==> config.mk <==
export PLATFORM = sky130hd
export DESIGN_NAME = bfd_unit
export DESIGN_NICKNAME = d
export VERILOG_FILES = /design/src/logic/bfd_pkg.sv /design/src/logic/bfd_unit.sv
export SDC_FILE = /design/constraint.sdc
export NUM_CORES = 1
export LEC_CHECK = 0
export ABC_AREA = 1
export BUFFER_PORTS_ARGS = -buffer_cell sky130_fd_sc_hd__buf_2
export CORE_MARGIN = 2
export CORE_UTILIZATION = 35
export DETAILED_ROUTE_END_ITERATION = 6
export PLACE_DENSITY = 0.6
export REMOVE_ABC_BUFFERS = 1
export SYNTH_ARGS = -nofsm -noshare
export SYNTH_HDL_FRONTEND = slang
export SYNTH_SLANG_ARGS = --single-unit
==> constraint.sdc <==
create_clock -name clk -period 2.1 [get_ports clk]
set_input_delay 0.21 -clock clk [delete_from_list [all_inputs] [get_ports clk]]
set_output_delay 0.21 -clock clk [all_outputs]
set_load 0.1 [all_outputs]
==> src/logic/bfd_pkg.sv <==
// Package with constants and types of the bit-field deposit and extract unit.
package bfd_pkg;

  // ****************************************************************
  // Word layout
  // ****************************************************************
  localparam int WORD_W    = 40;
  localparam int FIX_W     = 32;
  localparam int FIX_LSB   = 8;
  localparam int POS_LSB   = 0;
  localparam int POS_W     = 6;
  localparam int LEN_LSB   = 6;
  localparam int LEN_W     = 6;
  localparam int SHF_LSB   = 0;
  localparam int SHF_W     = 8;
  localparam logic [6:0] FIX_LIMIT = 7'h20;

  // ****************************************************************
  // Operations
  // ****************************************************************
  typedef enum logic [2:0] {
    OP_FIELD_DEPOSIT         = 3'b000,
    OP_FIELD_DEPOSIT_OR      = 3'b001,
    OP_FIELD_DEPOSIT_SIGN    = 3'b010,
    OP_FIELD_DEPOSIT_SIGN_OR = 3'b011,
    OP_FIELD_EXTRACT         = 3'b100,
    OP_FIELD_EXTRACT_SIGN    = 3'b101,
    OP_EXPONENT              = 3'b110
  } bfd_op_e;

  // ****************************************************************
  // Register port
  // ****************************************************************
  localparam int ADDR_W = 8;
  localparam int DATA_W = 32;
  localparam logic [7:0] ADDR_STATUS  = 8'h00;
  localparam logic [7:0] ADDR_CLEAR   = 8'h04;
  localparam logic [7:0] ADDR_ENABLE  = 8'h08;
  localparam logic [7:0] ADDR_CONTROL = 8'h0C;
  localparam logic [7:0] ADDR_FLAGS   = 8'h10;
  localparam int EVT_W        = 3;
  localparam int EVT_DONE     = 0;
  localparam int EVT_OVERFLOW = 1;
  localparam int EVT_ZERO     = 2;
  localparam int CTL_UNIT_ON  = 0;
  localparam logic [2:0] STATUS_RESET  = 3'h0;
  localparam logic [2:0] ENABLE_RESET  = 3'h0;
  localparam logic       CONTROL_RESET = 1'b1;

endpackage

==> src/logic/bfd_unit.sv <==
// Bit-field deposit, extract and exponent unit with status register port.
//
// What this block does
// - Plain deposit places source field at position, other bits zero.
// - Plain deposit, sign deposit and extracts clear bits 7 to 0; OR deposits keep them from the old destination.
// - Position and length are six bits each, values 0 to 63.
// - Position and length come from control operand or immediate fields.
// - Each deposit sets overflow when position plus length exceeds 32.
// - Deposit and extract set zero flag when the final result is zero.
// - Deposit and extract always clear the sign flag.
// - OR deposit merges positioned field with old destination.
// - Sign deposit extends field top bit upward unless off-scale.
// - Sign OR deposit ORs sign-extended field into old destination.
// - Plain extract right-aligns the field at position, bits above zero.
// - Extracts set overflow when position plus length exceeds 32.
// - Sign extract extends field top bit upward unless off-scale.
// - Exponent extraction writes the shift amount field.
// - Exponent is the negated count of leading sign bits minus one.
// - Exponent: sign flag from source bit 39, zero flag if zero.
`timescale 1ns/100ps
`default_nettype none

module bfd_unit (
  input  wire logic                      clk,
  input  wire logic                      rst,
  input  wire logic                      opValid,
  input  wire bfd_pkg::bfd_op_e          opCode,
  input  wire logic                      useImmediate,
  input  wire logic [5:0]                fieldStartPosition,
  input  wire logic [5:0]                fieldLength,
  input  wire logic [39:0]               sourceOperand,
  input  wire logic [39:0]               controlOperand,
  input  wire logic [39:0]               destinationOld,
  output logic                           resultValid,
  output logic [39:0]                    destinationRegister,
  output logic                           shifterZeroFlag,
  output logic                           shifterOverflowFlag,
  output logic                           shifterSignFlag,
  input  wire logic [bfd_pkg::ADDR_W-1:0] regAddr,
  input  wire logic [bfd_pkg::DATA_W-1:0] regWrData,
  input  wire logic                      regWrStrobe,
  input  wire logic                      regRdStrobe,
  output logic [bfd_pkg::DATA_W-1:0]     regRdData,
  output logic                           irq
);
  import bfd_pkg::*;

  // ****************************************************************
  // Helper functions
  // ****************************************************************
  // Ones in the lowest n bits; 32 or more gives a full mask.
  function automatic logic [31:0] lowMask(input logic [6:0] n);
    if (n >= FIX_LIMIT) begin
      lowMask = 32'hFFFFFFFF;
    end else begin
      lowMask = ~(32'hFFFFFFFF << n[4:0]);
    end
  endfunction

  // Leading bits equal to bit 31, bit 31 itself included.
  function automatic logic [5:0] signRun(input logic [31:0] v);
    logic stop;
    stop    = 1'b0;
    signRun = 6'h01;
    for (int i = 30; i >= 0; i--) begin
      if (!stop && v[i] == v[31]) begin
        signRun = signRun + 6'h01;
      end else begin
        stop = 1'b1;
      end
    end
  endfunction

  // ****************************************************************
  // Operand selection
  // ****************************************************************
  logic [5:0]  pos;
  logic [5:0]  len;
  logic [6:0]  topSum;
  logic [31:0] srcFix;
  logic [31:0] lenMask;
  logic        inScale;

  always_comb begin
    if (useImmediate) begin
      pos = fieldStartPosition;
      len = fieldLength;
    end else begin
      pos = controlOperand[FIX_LSB+POS_LSB +: POS_W];
      len = controlOperand[FIX_LSB+LEN_LSB +: LEN_W];
    end
  end

  assign srcFix  = sourceOperand[FIX_LSB +: FIX_W];
  assign topSum  = {1'b0, pos} + {1'b0, len};
  assign lenMask = lowMask({1'b0, len});
  assign inScale = (len != 6'h00) && (topSum <= FIX_LIMIT);

  // ****************************************************************
  // Datapath
  // ****************************************************************
  logic [63:0] depWide;
  logic [63:0] extWide;
  logic [31:0] depPlain;
  logic [31:0] depSign;
  logic [31:0] extPlain;
  logic [31:0] extSign;
  logic [31:0] aboveField;
  logic [31:0] aboveExtract;
  logic        depTop;
  logic        extTop;
  logic [7:0]  exponent;

  assign depWide      = {32'h0, srcFix & lenMask} << pos;
  assign depPlain     = depWide[31:0];
  assign aboveField   = ~lowMask(topSum);
  assign depTop       = srcFix[5'(len - 6'h01)];
  assign depSign      = (inScale && depTop) ? (depPlain | aboveField)
                                            : depPlain;
  assign extWide      = {32'h0, srcFix} >> pos;
  assign extPlain     = extWide[31:0] & lenMask;
  assign aboveExtract = ~lenMask;
  assign extTop       = srcFix[5'(topSum - 7'h01)];
  assign extSign      = (inScale && extTop) ? (extPlain | aboveExtract)
                                            : extPlain;
  assign exponent     = 8'h01 - {2'b00, signRun(srcFix)};

  logic [39:0] next_result;
  logic        next_zero;
  logic        next_overflow;
  logic        next_sign;

  always_comb begin
    next_result   = '0;
    next_overflow = topSum > FIX_LIMIT;
    next_sign     = 1'b0;
    case (opCode)
      OP_FIELD_DEPOSIT: begin
        next_result = {depPlain, 8'h00};
      end
      OP_FIELD_DEPOSIT_OR: begin
        next_result = destinationOld | {depPlain, 8'h00};
      end
      OP_FIELD_DEPOSIT_SIGN: begin
        next_result = {depSign, 8'h00};
      end
      OP_FIELD_DEPOSIT_SIGN_OR: begin
        next_result = destinationOld | {depSign, 8'h00};
      end
      OP_FIELD_EXTRACT: begin
        next_result = {extPlain, 8'h00};
      end
      OP_FIELD_EXTRACT_SIGN: begin
        next_result = {extSign, 8'h00};
      end
      OP_EXPONENT: begin
        next_result[FIX_LSB+SHF_LSB +: SHF_W] = exponent;
        next_overflow = 1'b0;
        next_sign     = srcFix[31];
      end
      default: begin
        next_overflow = 1'b0;
      end
    endcase
    if (opCode == OP_EXPONENT) begin
      next_zero = exponent == 8'h00;
    end else begin
      next_zero = next_result == 40'h0;
    end
  end

  // ****************************************************************
  // Result registers
  // ****************************************************************
  logic    unitOn;
  logic    accept;
  bfd_op_e lastOp;

  assign accept = opValid && unitOn;

  always_ff @(posedge clk or posedge rst) begin
    if (rst) begin
      resultValid         <= 1'b0;
      destinationRegister <= '0;
      shifterZeroFlag     <= 1'b0;
      shifterOverflowFlag <= 1'b0;
      shifterSignFlag     <= 1'b0;
      lastOp              <= OP_FIELD_DEPOSIT;
    end else begin
      resultValid <= accept;
      if (accept) begin
        destinationRegister <= next_result;
        shifterZeroFlag     <= next_zero;
        shifterOverflowFlag <= next_overflow;
        shifterSignFlag     <= next_sign;
        lastOp              <= opCode;
      end
    end
  end

  // ****************************************************************
  // Register port and interrupt
  // ****************************************************************
  logic [EVT_W-1:0] intStatus;
  logic [EVT_W-1:0] intEnable;
  logic [EVT_W-1:0] next_status;
  logic [EVT_W-1:0] next_enable;
  logic [EVT_W-1:0] events;
  logic [EVT_W-1:0] clearBits;
  logic             wrClear;
  logic             wrEnable;

  assign wrClear  = regWrStrobe && regAddr == ADDR_CLEAR;
  assign wrEnable = regWrStrobe && regAddr == ADDR_ENABLE;
  assign clearBits = wrClear ? regWrData[EVT_W-1:0] : '0;

  always_comb begin
    events               = '0;
    events[EVT_DONE]     = accept;
    events[EVT_OVERFLOW] = accept && next_overflow;
    events[EVT_ZERO]     = accept && next_zero;
  end

  // A new event wins over a clear arriving in the same cycle.
  assign next_status = (intStatus & ~clearBits) | events;
  assign next_enable = wrEnable ? regWrData[EVT_W-1:0] : intEnable;

  always_ff @(posedge clk or posedge rst) begin
    if (rst) begin
      intStatus <= STATUS_RESET;
      intEnable <= ENABLE_RESET;
      irq       <= 1'b0;
    end else begin
      intStatus <= next_status;
      intEnable <= next_enable;
      irq       <= |(next_status & next_enable);
    end
  end

  always_ff @(posedge clk or posedge rst) begin
    if (rst) begin
      unitOn <= CONTROL_RESET;
    end else if (regWrStrobe && regAddr == ADDR_CONTROL) begin
      unitOn <= regWrData[CTL_UNIT_ON];
    end
  end

  always_ff @(posedge clk or posedge rst) begin
    if (rst) begin
      regRdData <= '0;
    end else if (regRdStrobe) begin
      case (regAddr)
        ADDR_STATUS:  regRdData <= {29'h0, intStatus};
        ADDR_ENABLE:  regRdData <= {29'h0, intEnable};
        ADDR_CONTROL: regRdData <= {31'h0, unitOn};
        ADDR_FLAGS:   regRdData <= {29'h0, shifterSignFlag,
                                    shifterOverflowFlag, shifterZeroFlag};
        default:      regRdData <= '0;
      endcase
    end else begin
      regRdData <= '0;
    end
  end

  logic isField;
  assign isField = lastOp != OP_EXPONENT;
endmodule

`default_nettype wire

==> flow_summary.toml <==
[clocking]
cts_tree = "built"
clock_sinks = 55
cts_htree_levels = 2
insertion_delay_ns = 0.31
clock-root-buffer = "clkbuf_16"
clk_path_buf_depth = 2
cts_buffers = 5
clk_pin_slew_ns = 0.08

[synthesis]
async_reset_ff_share_pct = 100.0
synth.area.top_cells = "nand2_1 19%, dfrtp_1 12%, o21ai_0 10%"
netlist_instances = 2149
synth_edf_count = 0
synth_top_area_share_pct = 18.99
ys_ff_latch = 55
syn_area_sq_mm = 0.01170
synth_top_area_cell = "nand2_1"
ys_types = 64
syn_area_per_cell_sq_um = 5.446
yosys_warnings = 0
seq_area_frac_synth_pct = 11.77
synth-main-ff-cell = "dfrtp_1"

[detailed_routing]
ant_nets = 0
drt_iter0_markers = 1598
wl_per_cell_microns = 17.31
routed_wirelength_microns = 57750
viasPerCell = 5.259
first_pass_iters = 6
drc_errors = 0
vias = 17543

[sta]
relSlewSlack_pct = 47.73
rsz0062_at_grt = "true"
worst_slack_ns = -12.98
worst_slew_pin_slew_ns = 0.7643
period_share_pct = 717.9
maxSlewViolCount = 0
setup_viol = 37
fin_crit_ns = 15.08
skew_ns = 0.002989
hold_viol = 0
max_freq_mhz = 66.33
hold-worst-slack_ns = 0.1463
setup_tns_ns = -167.68

[final_layout]
nFillCells = 3127
area_growth_syn_to_layout_pct = 68.37
n_antenna_cell = 0
finalNetCount = 3117
final_util_pct = 60.26
drive_gt1_share_pct = 42.26

[placement]
gp_congestion = 1.039
pre_cts_slack_ns = -15.38
post-dp-hpwl_microns = 45690
port_buffers = 163

[setup_path]
rr_startpoint = "unitOn"
critPathKind = "in2reg"
cp_max_fo = 4
critPathCapture = "irq"
worst_r2r_endpoint = "destinationRegister[15]"
critPathArrivalTime_ns = 15.33
ff2ff_path_depth = 5
critPathMaxStageDelay_ns = 0.32
worstSetupStartpoint = "sourceOperand[39]"
cp_common_cell = "ha_4"
crit_path_end_kind = "register"
cp.required_ns = 2.35
start_kind = "input port"
cpMaxStageDelayCell = "ha_1"
r2r_slack_ns = 0.55

[grt]
first_global_vias = 16804
track_usage_pct = 31.16
grt_pass1_wl_microns = 88130
antenna_found_initial = 1
grt-ovfl-total = 0
grt_start_max_net_pins = 70

[flow_run]
drv_cap = 0

[hold_path]
holdCritStartpoint = "regWrData[0]"
hp-class = "in2reg"

[outcome]
status = "finished, violations left"
violations = "negative setup slack"

[pwr]
irDropWorstVdd_uv = 487.3
leakagePower_nw = 10.04
pwr_density_cell_mw_per_mm2 = 498.5

[floorplanning]
rows = 66
dieArea_sq_mm = 0.03492
ios = 258
die_h_microns = 186.9
die_w_microns = 186.9
start_util_pct = 35.79
core_area_sq_mm = 0.03270
-- logic make-up after synthesis --
logic type	synth area share [%]
mux	1.379
flops	11.77
simple gates	41.46
fa+ha+maj	4.661
other cells	0.03204
xor+xnor	1.187
buf+inv	14.85
compound gates	24.66
-- cells in the mapped netlist (all sizes together), types with 22 or more instances --
cell    number
a21oi       97
buf         44
clkbuf      73
dfrtp       54
ha          42
inv        297
nand2      629
nand3      149
nand4       30
nor2       225
nor3        24
o211ai      30
o21ai      251
or2         22
-- critical path, delay by kind of cell --
kind / cells / cell delay, ns
AND/OR/NAND/NOR: 57 / 5.83
adder cells (fa/ha/maj): 28 / 6.94
XOR/XNOR: 1 / 0.25
AO/OA/AOI/OAI: 9 / 1.27
buffers and inverters: 14 / 0.77
-- where the power goes --
| part | internal, mW | total [mW] | switching (mW) |
|---|---|---|---|
| Clock | 0.453 | 0.895 | 0.443 |
| Combinational | 3.01 | 7.68 | 4.66 |
| Sequential | 1.18 | 1.25 | 0.0714 |
| Total | 4.65 | 9.82 | 5.18 |
-- sequential cells by signal, summed over array words and instances, names as in the netlist --
name / cells
resultValid: 1
destinationRegister: 40
shifterSignFlag: 1
irq: 1
shifterZeroFlag: 1
shifterOverflowFlag: 1
regRdData: 3
intStatus: 3
unitOn: 1
intEnable: 3
-- placed cells by master, fill, tap and decap left out, types with 9 or more instances in the layout --
cell type and n:
nor2_4 14, o21ai_1 25, conb_1 29, nand2_1 528, or2_2 12, o21ai_2 27
o211ai_1 30, inv_4 9, nor3_1 19, a31oi_1 10, o21ai_0 191, mux2i_1 13
nand2_4 24, dfrtp_1 54, buf_6 53, ha_4 25, a21oi_1 78, buf_4 605
nand2_2 75, inv_2 30, o22ai_1 14, buf_2 158, inv_1 254, nand4_1 29
nor2_1 181, ha_1 15, a21oi_2 17, or2_4 9, nor2_2 30, nand3_1 112
nand3_2 31
-- timing repair --
item	in CTS	in global routing
pin swaps	90	140
endpoints found under the setup margin	37	37
hold buffers	1	0
resized for setup	245	256
setup buffers	65	43
hold endpoints to repair	25	0
-- final cells by class --
cell class / count / area [sq um] / share of cell area (%)
Inverter: 306 / 1221 / 6.197
Timing Repair Buffer: 826 / 6110 / 31.01
Clock buffer: 5 / 125.1 / 0.6350
Tap cell: 442 / 553.0 / 2.807
Sequential cell: 55 / 1378 / 6.991
Clock inverter: 3 / 25.02 / 0.1270
Multi-Input combinational cell: 1699 / 10290 / 52.24
-- how the worst min path moves through the flow --
stage | end | slack, ns | cells past startpoint
floorplan | unitOn | 0.32 | 2
global placement | destinationRegister[1] | 0.30 | 2
detailed placement | destinationRegister[1] | 0.32 | 2
CTS | unitOn | 0.14 | 3
global route | unitOn | 0.15 | 3
finish | unitOn | 0.15 | 3
-- through the flow --
step	std cells	power [mW]	instance area, sq um
after floorplan	2060	4.497	11220
after global placement	3241	7.395	16990
after detailed placement	3241	7.436	16990
after CTS	3312	8.979	18460
after global routing	3336	10.35	19710
final	3336	9.822	19710
-- per-layer routing --
metal | global-route usage, % | vias up | share of wire [%]
li1 | - | 8546 | -
met1 | 41.57 | 8238 | 43
met2 | 52.34 | 656 | 47
met3 | 4.578 | 103 | 7.3
met4 | 8.486 | 0 | 3.0
met5 | 0 | - | 0
Power figures use the tool's default switching activity.
